File: config.mk
export PLATFORM = sky130hd
export DESIGN_NAME = wstp_playback
export DESIGN_NICKNAME = d
export VERILOG_FILES = /design/src/wstp_pkg.sv /design/src/wstp_fifo.sv /design/src/wstp_playback.sv
export SDC_FILE = /design/constraint.sdc
export NUM_CORES = 1
export LEC_CHECK = 0
export BUFFER_PORTS_ARGS = -buffer_cell sky130_fd_sc_hd__buf_2
export CAP_MARGIN = 20
export CORE_MARGIN = 2
export CORE_UTILIZATION = 59
export CTS_CLUSTER_DIAMETER = 150
export DETAILED_ROUTE_END_ITERATION = 6
export GPL_TIMING_DRIVEN = 0
export PLACE_DENSITY = 0.83
export SLEW_MARGIN = 20
export SYNTH_ARGS = -nofsm -noshare
export SYNTH_HDL_FRONTEND = slang
export SYNTH_SLANG_ARGS = --single-unit
File: constraint.sdc
create_clock -name sys_clk -period 4.8 [get_ports sys_clk]
set_input_delay 1.2 -clock sys_clk [delete_from_list [all_inputs] [get_ports sys_clk]]
set_output_delay 1.2 -clock sys_clk [all_outputs]
set_load 0.01 [all_outputs]
File: src/wstp_pkg.sv
// Purpose: shared constants and types for the sample playback path
// Assumes: one sample clock, 18-bit raw sample words
// Notes: marker bits sit in the two lowest bits of each word
package wstp_pkg;
  localparam int SAMPLE_W = 18;
  localparam int ANALOG_W = 16;
  localparam int MARKER_W = 2;
  localparam int MARKER_LSB = 0;
  localparam int ANALOG_LSB = 2;
  localparam int GRAN = 16;
  localparam int GRAN_W = 4;
  localparam int LEN_W = 16;
  localparam int NUM_TRIG = 2;
  localparam int SRC_N = 4;
  localparam int SRC_SEL_W = 2;
  localparam int FIFO_DEPTH = 8;
  localparam logic [ANALOG_W-1:0] ANALOG_NEG_FS = 16'h0000;
  localparam logic [ANALOG_W-1:0] ANALOG_POS_FS = 16'hffff;
  localparam logic [ANALOG_W-1:0] ANALOG_MID = 16'h8000;
  localparam logic [MARKER_W-1:0] MARKER_NONE = 2'h0;
  localparam logic [SAMPLE_W-1:0] SAMPLE_ZERO = 18'h00000;

  // Raw sample word: analog above, markers below
  typedef struct packed {
    logic [ANALOG_W-1:0] analog;
    logic [MARKER_W-1:0] marker;
  } wstp_sample_s;

  // Signed normalised amplitude and markers as offered by the sequencer
  typedef struct packed {
    logic signed [ANALOG_W-1:0] amp_a;
    logic signed [ANALOG_W-1:0] amp_b;
    logic [MARKER_W-1:0] mark_a;
    logic [MARKER_W-1:0] mark_b;
    logic sum_en;
  } wstp_src_s;

  // Sequencer command
  typedef struct packed {
    logic is_wait;
    logic trig_ch;
    logic [LEN_W-1:0] length;
  } wstp_cmd_s;

  typedef struct packed {
    logic [SRC_SEL_W-1:0] sel;
    logic rise_en;
    logic fall_en;
  } wstp_trig_cfg_s;

  typedef enum logic [3:0] {
    ST_IDLE = 4'h1,
    ST_WAIT = 4'h2,
    ST_PLAY = 4'h4,
    ST_PAD = 4'h8
  } wstp_state_e;
endpackage

File: src/wstp_fifo.sv
// Purpose: small flip-flop FIFO with valid/ready on both sides
// Assumes: single clock, synchronous active-low reset
// Notes: depth must be a power of two
`timescale 1ns/1ps
module wstp_fifo #(
  parameter int WIDTH = 18,
  parameter int DEPTH = 8
) (
  // Clock and reset
  input wire logic sys_clk,
  input wire logic rst_n,
  input wire logic clk_en,
  // Fill side
  input wire logic in_valid,
  output logic in_ready,
  input wire logic [WIDTH-1:0] in_data,
  // Drain side
  output logic out_valid,
  input wire logic out_ready,
  output logic [WIDTH-1:0] out_data
);
  localparam int AW = $clog2(DEPTH);

  initial begin
    if (DEPTH < 2 || (1 << AW) != DEPTH) $error("DEPTH must be a power of two");
  end

  logic [WIDTH-1:0] mem_ff [DEPTH];
  logic [AW-1:0] wr_ff;
  logic [AW-1:0] rd_ff;
  logic [AW:0] cnt_ff;
  logic push;
  logic pop;

  // Honest flags from the occupancy count
  assign in_ready = (cnt_ff != (AW+1)'(DEPTH));
  assign out_valid = (cnt_ff != '0);
  assign push = in_valid && in_ready;
  assign pop = out_valid && out_ready;
  assign out_data = mem_ff[rd_ff];

  // Storage
  always_ff @(posedge sys_clk) begin
    if (clk_en && push) begin
      mem_ff[wr_ff] <= in_data;
    end
  end

  // Pointers and count
  always_ff @(posedge sys_clk) begin
    if (!rst_n) begin
      wr_ff <= '0;
      rd_ff <= '0;
      cnt_ff <= '0;
    end else if (clk_en) begin
      if (push) wr_ff <= wr_ff + 1'b1;
      if (pop) rd_ff <= rd_ff + 1'b1;
      if (push && !pop) cnt_ff <= cnt_ff + 1'b1;
      else if (pop && !push) cnt_ff <= cnt_ff - 1'b1;
    end
  end
endmodule // wstp_fifo

File: src/wstp_playback.sv
// Purpose: sample formatting and trigger-gated waveform playback
// Assumes: one sample clock, sequencer on same clock, trigger pins async
// Notes: samples pass an 8-word FIFO before the output stage
`timescale 1ns/1ps
module wstp_playback
  import wstp_pkg::*;
#(
  parameter int NUM_SRC = wstp_pkg::SRC_N,
  parameter int DEPTH = wstp_pkg::FIFO_DEPTH
) (
  // Clock, reset, enable
  input wire logic sys_clk,
  input wire logic rst_n,
  input wire logic clk_en,
  // Sequencer command port
  input wire logic cmd_valid,
  output logic cmd_ready,
  input wire wstp_pkg::wstp_cmd_s cmd,
  // Sample source
  input wire logic src_valid,
  output logic src_ready,
  input wire wstp_pkg::wstp_src_s src,
  // Trigger configuration and sources
  input wire wstp_pkg::wstp_trig_cfg_s trig_cfg [wstp_pkg::NUM_TRIG],
  input wire logic [NUM_SRC-1:0] trig_src_pins,
  // Output stage
  output logic out_valid,
  input wire logic out_ready,
  output wstp_pkg::wstp_sample_s out_sample,
  output logic [wstp_pkg::MARKER_W-1:0] marker_out,
  // Status
  output logic busy,
  output logic [wstp_pkg::NUM_TRIG-1:0] trig_edge_seen
);
  import wstp_pkg::*;

  initial begin
    if (NUM_SRC < 1 || NUM_SRC > (1 << SRC_SEL_W)) $error("NUM_SRC out of range");
    if (DEPTH < 2) $error("DEPTH too small");
  end

  // Two-stage synchronisers for the asynchronous trigger sources
  logic [NUM_SRC-1:0] sync1_ff;
  logic [NUM_SRC-1:0] sync2_ff;
  always_ff @(posedge sys_clk) begin
    if (!rst_n) begin
      sync1_ff <= '0;
      sync2_ff <= '0;
    end else if (clk_en) begin
      sync1_ff <= trig_src_pins;
      sync2_ff <= sync1_ff;
    end
  end

  // Per-channel selector and edge detector
  logic [NUM_TRIG-1:0] sel_lvl;
  logic [NUM_TRIG-1:0] prev_ff;
  logic [NUM_TRIG-1:0] edge_hit;
  logic [NUM_TRIG-1:0] sel_ok;
  always_comb begin
    for (int c = 0; c < NUM_TRIG; c++) begin
      sel_ok[c] = (int'(trig_cfg[c].sel) < NUM_SRC);
      sel_lvl[c] = sel_ok[c] ? sync2_ff[trig_cfg[c].sel] : 1'b0;
      edge_hit[c] = (trig_cfg[c].rise_en && sel_lvl[c] && !prev_ff[c]) ||
                    (trig_cfg[c].fall_en && !sel_lvl[c] && prev_ff[c]);
    end
  end

  // Previous level; a source change compares the new source's level against the old source's level
  always_ff @(posedge sys_clk) begin
    if (!rst_n) begin
      prev_ff <= '0;
    end else if (clk_en) begin
      prev_ff <= sel_lvl;
    end
  end

  // Sticky edge indication per channel; the edge that ends a wait sets it, so only reset clears it
  logic wait_done;
  logic wait_ch_ff;
  always_ff @(posedge sys_clk) begin
    if (!rst_n) begin
      trig_edge_seen <= '0;
    end else if (clk_en) begin
      for (int c = 0; c < NUM_TRIG; c++) begin
        if (edge_hit[c]) trig_edge_seen[c] <= 1'b1;
        else if (wait_done && (int'(wait_ch_ff) == c)) trig_edge_seen[c] <= 1'b0;
      end
    end
  end

  // Sequencer state
  wstp_state_e state_ff;
  logic [LEN_W-1:0] remain_ff;
  logic [GRAN_W-1:0] phase_ff;
  logic fifo_in_ready;
  logic fifo_in_valid;
  wstp_sample_s fifo_in_data;
  logic take_src;
  logic take_pad;

  assign cmd_ready = (state_ff == ST_IDLE);
  assign busy = (state_ff != ST_IDLE);
  assign wait_done = (state_ff == ST_WAIT) && edge_hit[wait_ch_ff];
  assign take_src = (state_ff == ST_PLAY) && src_valid && fifo_in_ready;
  assign take_pad = (state_ff == ST_PAD) && fifo_in_ready;
  assign src_ready = (state_ff == ST_PLAY) && fifo_in_ready;

  // Command flow; a wait blocks the next play so starts follow the trigger
  always_ff @(posedge sys_clk) begin
    if (!rst_n) begin
      state_ff <= ST_IDLE;
      wait_ch_ff <= 1'b0;
      remain_ff <= '0;
      phase_ff <= '0;
    end else if (clk_en) begin
      unique case (state_ff)
        ST_IDLE: begin
          if (cmd_valid) begin
            if (cmd.is_wait) begin
              state_ff <= ST_WAIT;
              wait_ch_ff <= cmd.trig_ch;
            end else if (cmd.length != '0) begin
              state_ff <= ST_PLAY;
              remain_ff <= cmd.length;
              phase_ff <= '0;
            end
          end
        end
        ST_WAIT: begin
          if (wait_done) state_ff <= ST_IDLE;
        end
        ST_PLAY: begin
          if (take_src) begin
            remain_ff <= remain_ff - 1'b1;
            phase_ff <= phase_ff + 1'b1;
            if (remain_ff == LEN_W'(1)) begin
              // Pad out the last group of sixteen
              if (phase_ff == GRAN_W'(GRAN-1)) state_ff <= ST_IDLE;
              else state_ff <= ST_PAD;
            end
          end
        end
        ST_PAD: begin
          if (take_pad) begin
            phase_ff <= phase_ff + 1'b1;
            if (phase_ff == GRAN_W'(GRAN-1)) state_ff <= ST_IDLE;
          end
        end
        default: state_ff <= ST_IDLE;
      endcase
    end
  end

  // Amplitude sum, saturated to the signed range of minus one to plus one
  logic signed [ANALOG_W:0] amp_sum;
  logic signed [ANALOG_W-1:0] amp_sat;
  logic [ANALOG_W-1:0] amp_code;
  logic [MARKER_W-1:0] mark_comb;
  always_comb begin
    amp_sum = src.sum_en ? (ANALOG_W+1)'(src.amp_a) + (ANALOG_W+1)'(src.amp_b)
                         : (ANALOG_W+1)'(src.amp_a);
    // Clip keeps a summed overshoot at full scale instead of wrapping
    if (amp_sum > (ANALOG_W+1)'(signed'({1'b0, ~ANALOG_MID}))) begin
      amp_sat = signed'(~ANALOG_MID);
    end else if (amp_sum < -(ANALOG_W+1)'(signed'({1'b0, ANALOG_MID}))) begin
      amp_sat = signed'(ANALOG_MID);
    end else begin
      amp_sat = amp_sum[ANALOG_W-1:0];
    end
    // Offset binary: most negative gives code zero, most positive all ones
    amp_code = amp_sat ^ ANALOG_MID;
    mark_comb = src.sum_en ? (src.mark_a | src.mark_b) : src.mark_a;
  end

  // Pack the raw word; pad samples are all zero
  always_comb begin
    fifo_in_valid = take_src || take_pad;
    if (take_pad) begin
      fifo_in_data = wstp_sample_s'(SAMPLE_ZERO);
    end else begin
      fifo_in_data.analog = amp_code;
      fifo_in_data.marker = mark_comb;
    end
  end

  // Buffer between sequencer and output stage; a full FIFO stalls playback
  wstp_fifo #(
    .WIDTH(SAMPLE_W),
    .DEPTH(DEPTH)
  ) u_fifo (
    .sys_clk(sys_clk),
    .rst_n(rst_n),
    .clk_en(clk_en),
    .in_valid(fifo_in_valid),
    .in_ready(fifo_in_ready),
    .in_data(fifo_in_data),
    .out_valid(out_valid),
    .out_ready(out_ready && clk_en),
    .out_data(out_sample)
  );

  // Marker pins held from the last sample taken by the output stage
  always_ff @(posedge sys_clk) begin
    if (!rst_n) begin
      marker_out <= MARKER_NONE;
    end else if (clk_en && out_valid && out_ready) begin
      marker_out <= out_sample.marker;
    end
  end
endmodule // wstp_playback

# After elaboration in Yosys (flattened, before gate mapping)
# Memory sizes are Yosys's and may differ from the RTL's. A register that Yosys moved wholly into a read port is not among the register bits.
# Index checks and enable logic that the tools add are counted.
# word_totals
elab_cells	136
n_memories	1
ram_bits	144
ff_bits	49
input_bits	73
out_inout_bits	26
# op_classes
bitwise	3
n_eq_ne	17
n_lt_le_gt_ge	5
muxes	42
n_addsub	7
reduce_logical	48
# memory_table
memory	depth	width	read_ports	rd_clocked_by_memory_dff	wr	line_no	text
u_fifo.mem_ff	8	18	1	1	1	wstp_fifo.sv:28	logic [WIDTH-1:0] mem_ff [DEPTH];
# ops
cell	n
2-to-1 mux 16 bit	6
2-to-1 mux 4 bit	16
case mux 16 bit (2 select lines)	1
logical AND 1 bit	23
2-to-1 mux 18 bit	1
adder 16 x 16 -> 17 bit	1
greater-than comparator 17 x 16 -> 1 bit (second input constant)	1
less-than comparator 17 x 16 -> 1 bit (second input constant)	1
2-to-1 mux 17 bit	1
== test 16 x 1 -> 1 bit (second input constant)	1
case mux 4 bit (4 select lines)	1
nonzero test 16 bit	1
subtractor 16 x 1 -> 16 bit (second input constant)	1
case mux 4 bit (3 select lines)	1
2-to-1 mux 1 bit	10
!= test 2 bit (second input constant)	5
AND reduction 2 bit	5
adder 4 x 1 -> 4 bit (second input constant)	2
== test 4 bit (second input constant)	2
AND reduction 8 bit	1
nonzero test 2 bit	4
AND reduction 7 bit	1
adder 3 x 1 -> 3 bit (second input constant)	2
zero test 1 bit	6
20 further kinds	28

# Logic depth before layout (Yosys ltp)
# Gate-level depths: netlist (run 1).
# logic_depth
word_depth	12
mapped_depth	14
depth_no_buf	13

# By module
# A second synthesis (run 1) with hierarchy kept.
# unflattened
cells_unflattened	717
hier_area_um2	9360.2
# by_module_without_submodules
mod	n_inst	cells_each	area_each_um2	seq_area_each_um2
wstp_fifo	1	280	6054.6	4584.4
wstp_playback	1	437	3305.7	780.7

# Least setup slack after synthesis (run 1)
# OpenSTA, ideal clock, no wires.
# synth_timing
path_kind	input to register
startpoint	input clk_en
endpoint	memory u_fifo.mem_ff[5][0] (enable)
path_buffers	1
slack_ns	1.089
setup_time_ns	0.420
required_ns	4.380
arrival_ns	3.291
stages	5
path_cell_list	clkbuf_1 nand2_1 nor2_1 nand2_1 nor3b_1
# synth_between
elab_chain_len	3
# synth_lines
item	line_no	text
start: declaration	wstp_playback.sv:14	input wire logic clk_en,
logical AND 1 bit	wstp_fifo.sv:44	if (clk_en && push) begin
2-to-1 mux 1 bit	wstp_fifo.sv:44	
2-to-1 mux 1 bit (implied by the code)	wstp_fifo.sv:45	mem_ff[wr_ff] <= in_data;
end: declaration	wstp_fifo.sv:28	
# No other way between the ends.

==> results of run 1 <==
==> cell usage after synthesis (all sizes together) (2+ instances only) <==
cell type and number:
a211oi 5, a21boi 16, a21o 9, a21oi 45
a22oi 3, a31oi 3, and2 12, and3 3
buf 13, clkbuf 24, dfxtp 52, edfxtp 144
fa 2, ha 24, inv 14, maj3 15
mux2 18, mux2i 19, mux4 38, nand2 62
nand2b 7, nand3 13, nand3b 3, nand4 5
nor2 28, nor2b 25, nor3 14, nor3b 5
nor4 8, nor4b 3, o2111ai 2, o211ai 2
o21a 8, o21ai 45, o221a 2, o221ai 2
o22ai 2, o2bb2ai 3, o311ai 2, o31ai 2
or3 2, or4b 2, xnor2 10, xor2 8
==> area by class of cell <==
| type | count | area, µm² | area share [%] |
|---|---|---|---|
| well taps | 216 | 270.3 | 2.440 |
| inverters | 14 | 52.55 | 0.4744 |
| clock inverters | 15 | 202.7 | 1.830 |
| plain buffers | 37 | 173.9 | 1.570 |
| repair buffers | 107 | 595.6 | 5.376 |
| multi-input cells | 485 | 3993 | 36.04 |
| clock buffers | 17 | 425.4 | 3.840 |
| flip-flops and latches | 196 | 5365 | 48.43 |
==> kinds of logic after synthesis <==
kind of cell / share of synthesized area (%)
flip-flops: 56.23
AO/OA/AOI/OAI: 10.46
XOR/XNOR: 1.731
AND/OR/NAND/NOR: 10.84
buffers and inverters: 2.373
multiplexers: 13.09
adder cells (fa/ha/maj): 5.272
==> registers in the layout, indices dropped and copies added (netlist names), 3 cells and up, named ones only <==
register and count:
u_fifo.wr_ff 3, u_fifo.rd_ff 3, u_fifo.cnt_ff 4, remain_ff 16, sync2_ff 4, state_ff 4
phase_ff 4, u_fifo.mem_ff 144, sync1_ff 4
==> worst paths after layout <==
check,endpoint,slack (ns)
setup / recovery,out_sample[2],0.83
hold / removal,remain_ff[9]$_SDFFE_PN0P_,0.48
setup reg to reg,u_fifo.cnt_ff[3]$_SDFFE_PN0P_,1.46
hold reg to reg,remain_ff[9]$_SDFFE_PN0P_,0.48
==> power groups by stage <==
stage          registers, W  logic (W)  clock network [W]
5_1_grt             0.00189   0.000523            0.00152
2_1_floorplan       0.00192   0.000332                  0
4_1_cts             0.00189   0.000466            0.00147
3_5_place_dp        0.00192   0.000463                  0
6_report            0.00189   0.000472            0.00145
3_3_place_gp        0.00192   0.000454                  0
==> metal layers <==
metal	up-vias	global-route usage, %
li1	3052	-
met1	3160	34.55
met2	267	42.46
met3	40	5.131
met4	0	9.541
met5	-	0
==> metrics by stage <==
stage / hold slack [ns] / instances / setup TNS, ns
floorplan: 0.4380 / 732 / 0
detailed placement: 0.4658 / 1055 / 0
global placement: 0.4557 / 1043 / -3.214
global route: 0.4931 / 1087 / 0
finish: 0.4798 / 1087 / 0
CTS: 0.4770 / 1087 / 0
==> worst register-to-register path: cells and delay by family (launching register included) <==
| kind | cells | cell delay [ns] |
|---|---|---|
| AO/OA/AOI/OAI | 4 | 0.77 |
| XOR/XNOR | 2 | 0.27 |
| adder cells (fa/ha/maj) | 2 | 0.42 |
| buffers and inverters | 3 | 0.63 |
| flip-flops | 1 | 0.36 |
| AND/OR/NAND/NOR | 3 | 0.77 |
==> results_tabular.tex, run 1 <==
\begin{tabular}{lr}
\hline
Metric & Value \\
\hline
\multicolumn{2}{l}{\textbf{GRT}} \\
\quad Wire length of the first global-routing pass & 34330 µm \\
\quad Total routing usage reported by global routing & 25.87\% \\
\quad Number of global-route vias before repair & 6367 \\
\quad Remaining global-route overflow & 0 \\
\quad Antenna violations before repair & 0 \\
\quad Maximum number of pins on one net before global-route repair & 22 \\
\multicolumn{2}{l}{\textbf{Routing}} \\
\quad Top sig layer & met4 \\
\quad Routed Wire Length & 21340 µm \\
\quad Routed wl met3 & 1494 µm \\
\quad Number of remaining DRC errors & 0 \\
\quad Total number of vias & 6519 \\
\quad Routed len/inst & 19.63 µm \\
\quad Drt pass-1 iters & 4 \\
\quad Met1 wire length & 8858 µm \\
\quad DR vias/cell & 5.997 \\
\quad Met2 routed wirelength & 10500 µm \\
\quad DRT antenna net count & 0 \\
\quad Iter 0 DRT Violations & 575 \\
\multicolumn{2}{l}{\textbf{Logic synthesis}} \\
\quad Number of synthesized flops with an enable pin & 144 \\
\quad Sequential share of the synthesized area & 56.23\% \\
\quad Share of Yosys cell area claimed by the top area cell type & 45.32\% \\
\quad Net count after synthesis & 831 \\
\quad Post-synthesis sequential element count & 196 \\
\quad Total of warnings raised by yosys & 0 \\
\quad Post-synthesis average cell area & 13.04 µm² \\
\quad Cell area after synthesis & 0.009542 mm² \\
\quad Leading area contributor after synthesis & edfxtp\_1 \\
\quad Share of flip-flops with an asynchronous set or reset after synthesis & 0\% \\
\quad Number of different library cells in the post-synthesis netlist & 69 \\
\quad Synth Instances & 732 \\
\quad Dominant synthesized flop cell & edfxtp\_1 \\
\quad Biggest area contributors in the synthesized netlist & edfxtp\_1 (45\%), dfxtp\_1 (11\%), mux4\_2 (9.0\%), ha\_1 (3.1\%), nand2\_1 (2.4\%) \\
\multicolumn{2}{l}{\textbf{Timing}} \\
\quad Transition time of the tightest slew-check pin & 0.9228 ns \\
\quad Highest clock rate & 252.0 MHz \\
\quad Number of pins exceeding their max-slew limit in the final report & 0 \\
\quad Worst max-slew margin expressed relative to the limit & 38.32\% \\
\quad Final Hold Vio Count & 0 \\
\quad Setup repair after global routing missed its margin & no \\
\quad Slack of the critical path & 0.8317 ns \\
\quad Layout Skew & 0.01200 ns \\
\quad Min Tclk post-route & 3.968 ns \\
\quad Setup-failing EPs final & 0 \\
\quad Fin crit share & 82.67\% \\
\multicolumn{2}{l}{\textbf{Final layout}} \\
\quad Most common cell after layout, fill and taps aside & edfxtp\_1 \\
\quad Count of nets after finishing & 957 \\
\quad Layout fillers & 1091 \\
\quad Layout Area Growth over Synthesis & 16.10\% \\
\quad N\_diodes & 0 \\
\quad Highest-count cells in the layout ignoring fill and taps & edfxtp\_1 (144), buf\_2 (102), nand2\_1 (62) \\
\quad Utilization of the core after routing & 69.99\% \\
\quad Final standard cell area without fillers & 0.01108 mm² \\
\quad Fraction of layout cells with a size suffix above 1 & 27.67\% \\
\multicolumn{2}{l}{\textbf{Clocking}} \\
\quad Cts hold-fix bufs & 0 \\
\quad Clock tree from TritonCTS & built \\
\quad Maximum count of clock buffers along a single path & 2 \\
\quad Post-CTS setup buffers & 0 \\
\quad Clock-pin slew reported for the worst setup and hold paths after clock tree synthesis & 0.07 ns \\
\quad CTS root buf & clkbuf\_16 \\
\quad Clk Latency, worst-skew pair & 0.44 ns \\
\quad \# clock sinks & 196 \\
\quad Clock buffer count from CTS & 17 \\
\quad CTS HTree Levels & 4 \\
\quad Number of gates given a new drive strength after cts & 0 \\
\multicolumn{2}{l}{\textbf{Pwr}} \\
\quad Power spent charging and discharging nets & 0.0009964 W \\
\quad Switching power share of the total & 26.15\% \\
\quad Portion of total power attributed to sequential cells & 49.5\% \\
\quad Total power after layout & 0.003810 W \\
\quad Clock network fraction of total power & 38.1\% \\
\quad Combinational share of power & 12.4\% \\
\quad PwrDens & 344.0 mW/mm² \\
\quad Peak supply drop & 0.0002563 V \\
\quad P\_int & 0.002814 W \\
\quad Static Leakage & 3.931 nW \\
\multicolumn{2}{l}{\textbf{Die}} \\
\quad Total I/O pin count & 99 \\
\quad Overall die height & 131.2 µm \\
\quad Die Footprint & 0.01721 mm² \\
\quad Core ar. & 0.01583 mm² \\
\quad Site Rows & 46 \\
\quad Starting density of the core & 60.28\% \\
\quad Floorplan die width & 131.2 µm \\
\multicolumn{2}{l}{\textbf{Setup path}} \\
\quad Data required time at the worst endpoint & 3.60 ns \\
\quad Crit path DAT & 2.77 ns \\
\quad Buffer and inverter count on the worst path & 3 \\
\quad Critical Path Most Common Cell & buf\_2 \\
\quad Nature of the critical path startpoint & flip-flop \\
\quad Delay of the slowest critical-path stage & 0.60 ns \\
\quad Total number of cells along the worst setup path & 5 \\
\quad Category of the worst setup path capture point & primary output \\
\quad CP max-delay cell & mux4\_2 \\
\quad Crit path max-delay family & buffers and inverters \\
\quad Series of cell instances along the critical path & clkbuf\_1 -> buf\_2 -> mux4\_2 -> mux2\_2 -> buf\_2 \\
\quad Max Fanout on Critical Path & 10 \\
\quad Cell depth of the worst flop-to-flop path & 14 \\
\quad Worst setup path class & flip-flop to primary output \\
\quad Launch point of the worst reg-to-reg path & state\_ff[3]\$\_SDFFE\_PN0P\_ \\
\multicolumn{2}{l}{\textbf{Worst hold path}} \\
\quad Startpoint of the tightest hold check path & remain\_ff[9]\$\_SDFFE\_PN0P\_ \\
\quad Min-Delay Path Depth & 2 \\
\quad Worst min-delay path category & flip-flop to flip-flop \\
\multicolumn{2}{l}{\textbf{Place}} \\
\quad Placer's final routability congestion estimate & 0.8905 \\
\quad Placed cell area & 0.01045 mm² \\
\quad PortBufs & 95 \\
\quad Dpl ws & 0.4863 ns \\
\quad HPWL Detailed & 15050 µm \\
\multicolumn{2}{l}{\textbf{Status}} \\
\quad Run status & completed \\
\multicolumn{2}{l}{\textbf{Run}} \\
\quad Max\_cap viols & 0 \\
\hline
\end{tabular}
(Power assumes the default switching activity.)
==> inputs of run 2 (changes only) <==
Settings changed: CORE_UTILIZATION 59 to 53, PLACE_DENSITY 0.83 to 0.79.
Clock period 4.8 ns to 3.6 ns, I/O delays scaled along.
==> run 2 against run 1 <==
Effect of this change: die area rose by 11%; global-route usage fell by 3.1 points; combinational power rose by 34%; sequential share of layout area fell by 0.14 points; highest routed layer unchanged; sequential power rose by 33%.
==> results_tabular.tex, run 2 (same netlist as run 1, synthesis figures left out) <==
\begin{tabular}{lr}
\hline
Metric & Value \\
\hline
\multicolumn{2}{l}{\textbf{Clocking}} \\
\quad \# clock sinks & 196 (unchanged) \\
\quad Clk Latency, worst-skew pair & 0.45 ns (was 0.44 ns) \\
\quad Cts hold-fix bufs & 0 (unchanged) \\
\quad Clock buffer count from CTS & 17 (unchanged) \\
\quad CTS root buf & clkbuf\_16 (unchanged) \\
\quad Post-CTS setup buffers & 0 (unchanged) \\
\quad Maximum count of clock buffers along a single path & 2 (unchanged) \\
\quad CTS HTree Levels & 4 (unchanged) \\
\quad Clock-pin slew reported for the worst setup and hold paths after clock tree synthesis & 0.08 ns (was 0.07 ns) \\
\quad Clock tree from TritonCTS & built (unchanged) \\
\multicolumn{2}{l}{\textbf{Place}} \\
\quad Dpl ws & -0.3287 ns (was 0.4863 ns) \\
\quad PortBufs & 95 (unchanged) \\
\quad Placed cell count & 1068 (was 1055) \\
\quad HPWL Detailed & 15150 µm (was 15050 µm) \\
\quad Placer's final routability congestion estimate & 0.8755 (was 0.8905) \\
\multicolumn{2}{l}{\textbf{Final layout}} \\
\quad Register name with the most flops & u\_fifo.mem\_ff (unchanged) \\
\quad Registers with the highest flip-flop counts & u\_fifo.mem\_ff (144), remain\_ff (16) (unchanged) \\
\quad Layout Area Growth over Synthesis & 16.47\% (was 16.10\%) \\
\quad N\_diodes & 0 (unchanged) \\
\quad Highest-count cells in the layout ignoring fill and taps & edfxtp\_1 (144), buf\_2 (103), nand2\_1 (62) (was edfxtp\_1 (144), buf\_2 (102), nand2\_1 (62)) \\
\quad Layout Cells excl Fill & 1100 (was 1087) \\
\quad Fraction of layout cells with a size suffix above 1 & 28.59\% (was 27.67\%) \\
\quad Flip-flop count of the largest register, all copies and words added & 144 (unchanged) \\
\quad Count of nets after finishing & 957 (unchanged) \\
\quad Most common cell after layout, fill and taps aside & edfxtp\_1 (unchanged) \\
\multicolumn{2}{l}{\textbf{GRT}} \\
\quad Wire length of the first global-routing pass & 33860 µm (was 34330 µm) \\
\quad Remaining global-route overflow & 0 (unchanged) \\
\quad Number of global-route vias before repair & 6342 (was 6367) \\
\quad Antenna violations before repair & 0 (unchanged) \\
\quad Total routing usage reported by global routing & 22.73\% (was 25.87\%) \\
\quad Maximum number of pins on one net before global-route repair & 22 (unchanged) \\
\multicolumn{2}{l}{\textbf{Die}} \\
\quad Overall die height & 138.2 µm (was 131.2 µm) \\
\quad Core ar. & 0.01784 mm² (was 0.01583 mm²) \\
\quad Die Footprint & 0.01909 mm² (was 0.01721 mm²) \\
\quad Floorplan die width & 138.2 µm (was 131.2 µm) \\
\quad Total I/O pin count & 99 (unchanged) \\
\quad Site Rows & 49 (was 46) \\
\quad Starting density of the core & 53.48\% (was 60.28\%) \\
\multicolumn{2}{l}{\textbf{Setup path}} \\
\quad CP max-delay cell & a21oi\_1 (was mux4\_2) \\
\quad Worst setup path class & primary input to flip-flop (was flip-flop to primary output) \\
\quad Launch point of the worst reg-to-reg path & state\_ff[3]\$\_SDFFE\_PN0P\_ (unchanged) \\
\quad Max Fanout on Critical Path & 10 (unchanged) \\
\quad Category of the worst setup path capture point & flip-flop (was primary output) \\
\quad Delay of the slowest critical-path stage & 0.58 ns (was 0.60 ns) \\
\quad Crit path max-delay family & compound AO/OA/AOI/OAI gates (was buffers and inverters) \\
\quad End of the worst register-to-register path & u\_fifo.cnt\_ff[3]\$\_SDFFE\_PN0P\_ (unchanged) \\
\quad R2R Setup Slk & 0.23 ns (was 1.46 ns) \\
\quad Critical Path Most Common Cell & a21oi\_1 (was buf\_2) \\
\quad Series of cell instances along the critical path & buf\_2 -> ha\_1 -> inv\_1 -> fa\_1 -> nor2b\_1 -> o2111ai\_1 -> a21oi\_1 -> a22oi\_2 -> buf\_4 -> maj3\_2 -> a21oi\_1 (was clkbuf\_1 -> buf\_2 -> mux4\_2 -> mux2\_2 -> buf\_2) \\
\quad Cell depth of the worst flop-to-flop path & 14 (unchanged) \\
\quad Crit path DAT & 3.61 ns (was 2.77 ns) \\
\quad Nature of the critical path startpoint & primary input (was flip-flop) \\
\quad Data required time at the worst endpoint & 3.76 ns (was 3.60 ns) \\
\quad Buffer and inverter count on the worst path & 3 (unchanged) \\
\quad Total number of cells along the worst setup path & 11 (was 5) \\
\multicolumn{2}{l}{\textbf{Pwr}} \\
\quad P\_int & 0.003757 W (was 0.002814 W) \\
\quad Total power after layout & 0.005112 W (was 0.003810 W) \\
\quad Switching power share of the total & 26.50\% (was 26.15\%) \\
\quad Combinational share of power & 12.4\% (about the same) \\
\quad Static Leakage & 3.950 nW (was 3.931 nW) \\
\quad Power spent charging and discharging nets & 0.001355 W (was 0.0009964 W) \\
\quad Clock network fraction of total power & 38.4\% (was 38.1\%) \\
\quad Peak supply drop & 0.0004177 V (was 0.0002563 V) \\
\quad Portion of total power attributed to sequential cells & 49.2\% (was 49.5\%) \\
\quad PwrDens & 460.0 mW/mm² (was 344.0 mW/mm²) \\
\multicolumn{2}{l}{\textbf{Timing}} \\
\quad Transition time of the tightest slew-check pin & 1.069 ns (was 0.9228 ns) \\
\quad Worst max-slew margin expressed relative to the limit & 28.52\% (was 38.32\%) \\
\quad Highest clock rate & 289.3 MHz \\
\quad Min Tclk post-route & 3.456 ns \\
\quad Fin crit share & 96.01\% \\
\quad Number of pins exceeding their max-slew limit in the final report & 0 (unchanged) \\
\quad Slack of the critical path & 0.1436 ns (was 0.8317 ns) \\
\quad Final Hold Vio Count & 0 (unchanged) \\
\quad Layout Skew & 0.01295 ns (was 0.01200 ns) \\
\quad Setup repair after global routing missed its margin & no (unchanged) \\
\quad Setup-failing EPs final & 0 (unchanged) \\
\multicolumn{2}{l}{\textbf{Run}} \\
\quad Max\_cap viols & 0 (unchanged) \\
\multicolumn{2}{l}{\textbf{Routing}} \\
\quad Routed len/inst & 19.49 µm (was 19.63 µm) \\
\quad Routed Wire Length & 21440 µm (was 21340 µm) \\
\quad DRT antenna net count & 0 (unchanged) \\
\quad Drt pass-1 iters & 5 (was 4) \\
\quad Total number of vias & 6410 (was 6519) \\
\quad DR vias/cell & 5.827 (was 5.997) \\
\quad Iter 0 DRT Violations & 502 (was 575) \\
\quad Number of remaining DRC errors & 0 (unchanged) \\
\multicolumn{2}{l}{\textbf{Worst hold path}} \\
\quad Worst min-delay path category & flip-flop to flip-flop (unchanged) \\
\quad Startpoint of the tightest hold check path & remain\_ff[14]\$\_SDFFE\_PN0P\_ (was remain\_ff[9]\$\_SDFFE\_PN0P\_) \\
\quad Min-Delay Path Depth & 2 (unchanged) \\
\quad Capture endpoint of the worst hold path & remain\_ff[14]\$\_SDFFE\_PN0P\_ (was remain\_ff[9]\$\_SDFFE\_PN0P\_) \\
\multicolumn{2}{l}{\textbf{Status}} \\
\quad Run status & completed (unchanged) \\
\hline
\end{tabular}
==> run 2: cell type report <==
class	count	area (µm²)
inverters	14	52.55
clock inverters	15	201.4
repair buffers	108	604.3
clock buffers	17	425.4
well taps	229	286.5
fillers	1338	6728
flip-flops and latches	196	5366
multi-input cells	485	4003
plain buffers	36	173.9
==> run 2: power by group through the flow <==
stage / logic (W) / registers (W) / clock network (W)
after floorplan: 0.000443 / 0.00256 / 0
after global placement: 0.000606 / 0.00256 / 0
after detailed placement: 0.000618 / 0.00256 / 0
after CTS: 0.000624 / 0.00251 / 0.00198
after global routing: 0.000699 / 0.00252 / 0.00207
final: 0.000634 / 0.00251 / 0.00196
==> run 2: timing repair <==
action	CTS	global route
setup endpoints to repair	16	46
gates resized for setup	0	11
pin swaps	0	0
==> run 2: how the worst max path moves through the flow <==
stage,start,endpoint,slack (ns)
global placement,state_ff[2]$_SDFFE_PN0P_,u_fifo.mem_ff[3][11]$_DFFE_PP_,-1.16
CTS,flip-flop,out_sample[16],0.006
floorplan,clk_en,u_fifo.mem_ff[5][0]$_DFFE_PP_,0.19
finish,src[21],u_fifo.mem_ff[0][9]$_DFFE_PP_,0.14
global route,src[21],u_fifo.mem_ff[4][9]$_DFFE_PP_,0.005
detailed placement,src[21],u_fifo.mem_ff[2][7]$_DFFE_PP_,-0.33
==> run 2: stage by stage <==
| step | instance area (µm²) | setup TNS [ns] | hold WS (ns) | utilization [%] |
|---|---|---|---|---|
| global route | 11110 | 0 | 0.4923 | 62.29 |
| CTS | 11090 | 0 | 0.4752 | 62.15 |
| global placement | 10300 | -93.87 | 0.4576 | 57.75 |
| detailed placement | 10470 | -23.62 | 0.4654 | 58.66 |
| finish | 11110 | 0 | 0.4794 | 62.29 |
| floorplan | 9542 | 0 | 0.4380 | - |
==> run 2: metal layers <==
layer	vias to the layer above	part of all wire [%]	global-route usage [%]	routed length (µm)
li1	3056	-	-	-
met1	3112	42	29.95	9058
met2	210	50	38.56	10790
met3	32	5.6	4.884	1206
met4	0	1.8	6.176	380
met5	-	0	0	0
==> run 2: worst reg2reg max path, delay by kind of cell, from the launching register on <==
family                   cells  cell delay [ns]
AO/OA/AOI/OAI                4             0.75
XOR/XNOR                     2             0.29
adder cells (fa/ha/maj)      2             0.42
buffers and inverters        3             0.67
flip-flops                   1             0.36
AND/OR/NAND/NOR              3             0.77
==> inputs of run 3 (changes only) <==
Settings changed: CORE_UTILIZATION 53 to 55, CTS_BUF_LIST from default to sky130_fd_sc_hd__clkbuf_8, PLACE_DENSITY 0.79 to 0.81.
==> run 3 against run 2 <==
Effect of this change: clock skew down 0.00052 ns; global-route usage up 0.15 points; cell count down 0.55%; sequential share of layout area up 0.93 points; power down 11%; critical endpoint is now u_fifo.mem_ff[1][5]$_DFFE_PP_; flip-flop and latch count unchanged; clock power down 28%; first-iteration DRC count up 4.0%.
==> results_tabular.tex, run 3 (same netlist as run 1, synthesis figures left out) <==
\begin{tabular}{lr}
\hline
Metric & Value \\
\hline
\multicolumn{2}{l}{\textbf{Routing}} \\
\quad DR vias/cell & 5.804 (was 5.827) \\
\quad Routed len/inst & 18.22 µm (was 19.49 µm) \\
\quad Iter 0 DRT Violations & 522 (was 502) \\
\quad Number of remaining DRC errors & 0 (unchanged) \\
\quad Total number of vias & 6350 (was 6410) \\
\quad Routed Wire Length & 19930 µm (was 21440 µm) \\
\quad Drt pass-1 iters & 5 (unchanged) \\
\quad DRT antenna net count & 0 (unchanged) \\
\multicolumn{2}{l}{\textbf{Clocking}} \\
\quad Clock tree from TritonCTS & built (unchanged) \\
\quad Clock-pin slew reported for the worst setup and hold paths after clock tree synthesis & 0.10 ns (was 0.08 ns) \\
\quad Maximum count of clock buffers along a single path & 2 (unchanged) \\
\quad Cts hold-fix bufs & 0 (unchanged) \\
\quad CTS root buf & clkbuf\_8 (was clkbuf\_16) \\
\quad Clk Latency, worst-skew pair & 0.47 ns (was 0.45 ns) \\
\quad CTS HTree Levels & 4 (unchanged) \\
\quad Clock buffer count from CTS & 17 (unchanged) \\
\quad \# clock sinks & 196 (unchanged) \\
\multicolumn{2}{l}{\textbf{GRT}} \\
\quad Wire length of the first global-routing pass & 31940 µm (was 33860 µm) \\
\quad Total routing usage reported by global routing & 22.88\% (was 22.73\%) \\
\quad Antenna violations before repair & 0 (unchanged) \\
\quad Number of global-route vias before repair & 6183 (was 6342) \\
\quad Maximum number of pins on one net before global-route repair & 21 (was 22) \\
\quad Remaining global-route overflow & 0 (unchanged) \\
\multicolumn{2}{l}{\textbf{Final layout}} \\
\quad Highest-count cells in the layout ignoring fill and taps & edfxtp\_1 (144), buf\_2 (102), nand2\_1 (62) (was edfxtp\_1 (144), buf\_2 (103), nand2\_1 (62)) \\
\quad N\_diodes & 0 (unchanged) \\
\quad Layout Area Growth over Synthesis & 14.27\% (was 16.47\%) \\
\quad Registers with the highest flip-flop counts & u\_fifo.mem\_ff (144), remain\_ff (16) (unchanged) \\
\quad Fraction of layout cells with a size suffix above 1 & 29.00\% (was 28.59\%) \\
\quad Flip-flop count of the largest register, all copies and words added & 144 (unchanged) \\
\quad Count of nets after finishing & 955 (was 957) \\
\quad Register name with the most flops & u\_fifo.mem\_ff (unchanged) \\
\quad Most common cell after layout, fill and taps aside & edfxtp\_1 (unchanged) \\
\quad Utilization of the core after routing & 63.70\% (was 62.29\%) \\
\multicolumn{2}{l}{\textbf{Timing}} \\
\quad Final Hold Vio Count & 0 (unchanged) \\
\quad Final-layout worst hold slack & 0.4788 ns (was 0.4794 ns) \\
\quad Number of pins exceeding their max-slew limit in the final report & 0 (unchanged) \\
\quad Setup repair after global routing missed its margin & no (unchanged) \\
\quad Layout Skew & 0.01243 ns (was 0.01295 ns) \\
\quad Min Tclk post-route & 3.564 ns (was 3.456 ns) \\
\quad Slack of the critical path & 0.03604 ns (was 0.1436 ns) \\
\quad Worst max-slew margin expressed relative to the limit & 39.60\% (was 28.52\%) \\
\quad Setup-failing EPs final & 0 (unchanged) \\
\quad Highest clock rate & 280.6 MHz (was 289.3 MHz) \\
\quad Accumulated negative setup slack & 0 ns (unchanged) \\
\quad Fin crit share & 99.00\% (was 96.01\%) \\
\quad Transition time of the tightest slew-check pin & 0.9036 ns (was 1.069 ns) \\
\multicolumn{2}{l}{\textbf{Setup path}} \\
\quad Delay of the slowest critical-path stage & 0.71 ns (was 0.58 ns) \\
\quad Critical Path Most Common Cell & o21a\_1 (was a21oi\_1) \\
\quad Max Fanout on Critical Path & 8 (was 10) \\
\quad Worst setup path startpoint & src[25] (was src[21]) \\
\quad R2R Setup Slk & 0.43 ns (was 0.23 ns) \\
\quad Cell depth of the worst flop-to-flop path & 13 (was 14) \\
\quad Crit path capture & u\_fifo.mem\_ff[1][5]\$\_DFFE\_PP\_ (was u\_fifo.mem\_ff[0][9]\$\_DFFE\_PP\_) \\
\quad Worst setup path class & primary input to flip-flop (unchanged) \\
\quad Category of the worst setup path capture point & flip-flop (unchanged) \\
\quad Nature of the critical path startpoint & primary input (unchanged) \\
\quad Launch point of the worst reg-to-reg path & state\_ff[3]\$\_SDFFE\_PN0P\_ (unchanged) \\
\quad CP max-delay cell & a21oi\_1 (unchanged) \\
\quad Data required time at the worst endpoint & 3.76 ns (about the same) \\
\quad Series of cell instances along the critical path & buf\_2 -> ha\_1 -> o21a\_1 -> o21a\_1 -> o22ai\_1 -> o221ai\_2 -> xnor2\_2 -> maj3\_1 -> a21oi\_1 (was buf\_2 -> ha\_1 -> inv\_1 -> fa\_1 -> nor2b\_1 -> o2111ai\_1 -> a21oi\_1 -> a22oi\_2 -> buf\_4 -> maj3\_2 -> a21oi\_1) \\
\quad End of the worst register-to-register path & u\_fifo.cnt\_ff[3]\$\_SDFFE\_PN0P\_ (unchanged) \\
\quad Crit path DAT & 3.72 ns (was 3.61 ns) \\
\multicolumn{2}{l}{\textbf{Die}} \\
\quad Site Rows & 48 (was 49) \\
\quad Overall die height & 135.7 µm (was 138.2 µm) \\
\quad Die Footprint & 0.01842 mm² (was 0.01909 mm²) \\
\quad Floorplan die width & 135.7 µm (was 138.2 µm) \\
\quad Total I/O pin count & 99 (unchanged) \\
\quad Starting density of the core & 55.75\% (was 53.48\%) \\
\quad Core ar. & 0.01712 mm² (was 0.01784 mm²) \\
\multicolumn{2}{l}{\textbf{Pwr}} \\
\quad Static Leakage & 3.853 nW (was 3.950 nW) \\
\quad Total power after layout & 0.004573 W (was 0.005112 W) \\
\quad PwrDens & 419.5 mW/mm² (was 460.0 mW/mm²) \\
\quad Peak supply drop & 0.0002877 V (was 0.0004177 V) \\
\multicolumn{2}{l}{\textbf{Place}} \\
\quad Dpl ws & -0.3590 ns (was -0.3287 ns) \\
\quad Placer's final routability congestion estimate & 0.8617 (was 0.8755) \\
\quad HPWL Detailed & 14790 µm (was 15150 µm) \\
\quad PortBufs & 95 (unchanged) \\
\multicolumn{2}{l}{\textbf{Run}} \\
\quad Max\_cap viols & 0 (unchanged) \\
\multicolumn{2}{l}{\textbf{Status}} \\
\quad Run status & completed (unchanged) \\
\multicolumn{2}{l}{\textbf{Worst hold path}} \\
\quad Worst min-delay path category & flip-flop to flip-flop (unchanged) \\
\hline
\end{tabular}
[run 3: critical path, delay by kind of cell]
kind / cells / cell delay [ns]
xor+xnor: 1 / 0.24
buf+inv: 1 / 0.12
compound gates: 5 / 1.72
fa+ha+maj: 2 / 0.72
[run 3: cell type report]
class,count,area (µm²)
inverter,14,52.55
fill,1293,6213
timing repair buffer,107,595.6
sequential,196,5366
buffer,35,170.2
multi-input combinational,485,4019
clock buffer,17,234.0
clock inverter,15,183.9
tap,225,281.5
[run 3: worst min-delay path by stage]
| stage | start | to | slack (ns) | cells after the start |
|---|---|---|---|---|
| floorplan | remain_ff[9]$_SDFFE_PN0P_ | remain_ff[9]$_SDFFE_PN0P_ | 0.44 | 2 |
| global placement | remain_ff[9]$_SDFFE_PN0P_ | remain_ff[9]$_SDFFE_PN0P_ | 0.46 | 2 |
| detailed placement | remain_ff[9]$_SDFFE_PN0P_ | remain_ff[9]$_SDFFE_PN0P_ | 0.47 | 2 |
| CTS | remain_ff[9]$_SDFFE_PN0P_ | remain_ff[9]$_SDFFE_PN0P_ | 0.49 | 2 |
| global route | remain_ff[13]$_SDFFE_PN0P_ | remain_ff[13]$_SDFFE_PN0P_ | 0.51 | 2 |
| finish | remain_ff[14]$_SDFFE_PN0P_ | remain_ff[14]$_SDFFE_PN0P_ | 0.48 | 2 |
[run 3: report_power, final]
| group | internal (W) | switching [W] | total [W] |
|---|---|---|---|
| Sequential | 0.00249 | 0.0000228 | 0.00251 |
| Clock | 0.000591 | 0.000833 | 0.00142 |
| Combinational | 0.000256 | 0.000379 | 0.000635 |
| Total | 0.00334 | 0.00124 | 0.00457 |
[run 3: routing by layer]
metal | vias up | share of wire, % | wire [µm] | GRT usage [%]
li1 | 3044 | - | - | -
met3 | 21 | 5.6 | 1124 | 4.003
met1 | 3061 | 45 | 8958 | 31.86
met5 | - | 0 | 0 | 0
met2 | 224 | 48 | 9568 | 37.23
met4 | 0 | 1.4 | 282 | 6.771
[run 3: stage by stage]
step / std cells / instance area, µm²
3_3_place_gp: 1052 / 10300
3_5_place_dp: 1064 / 10460
4_1_cts: 1095 / 10870
5_1_grt: 1094 / 10900
2_1_floorplan: 732 / 9542
6_report: 1094 / 10900
[run 3: timing repair]
| action | CTS | global route |
|---|---|---|
| setup endpoints to repair | 16 | 74 |
| buffers inserted | 0 | 0 |
| gates resized for setup | 0 | 15 |
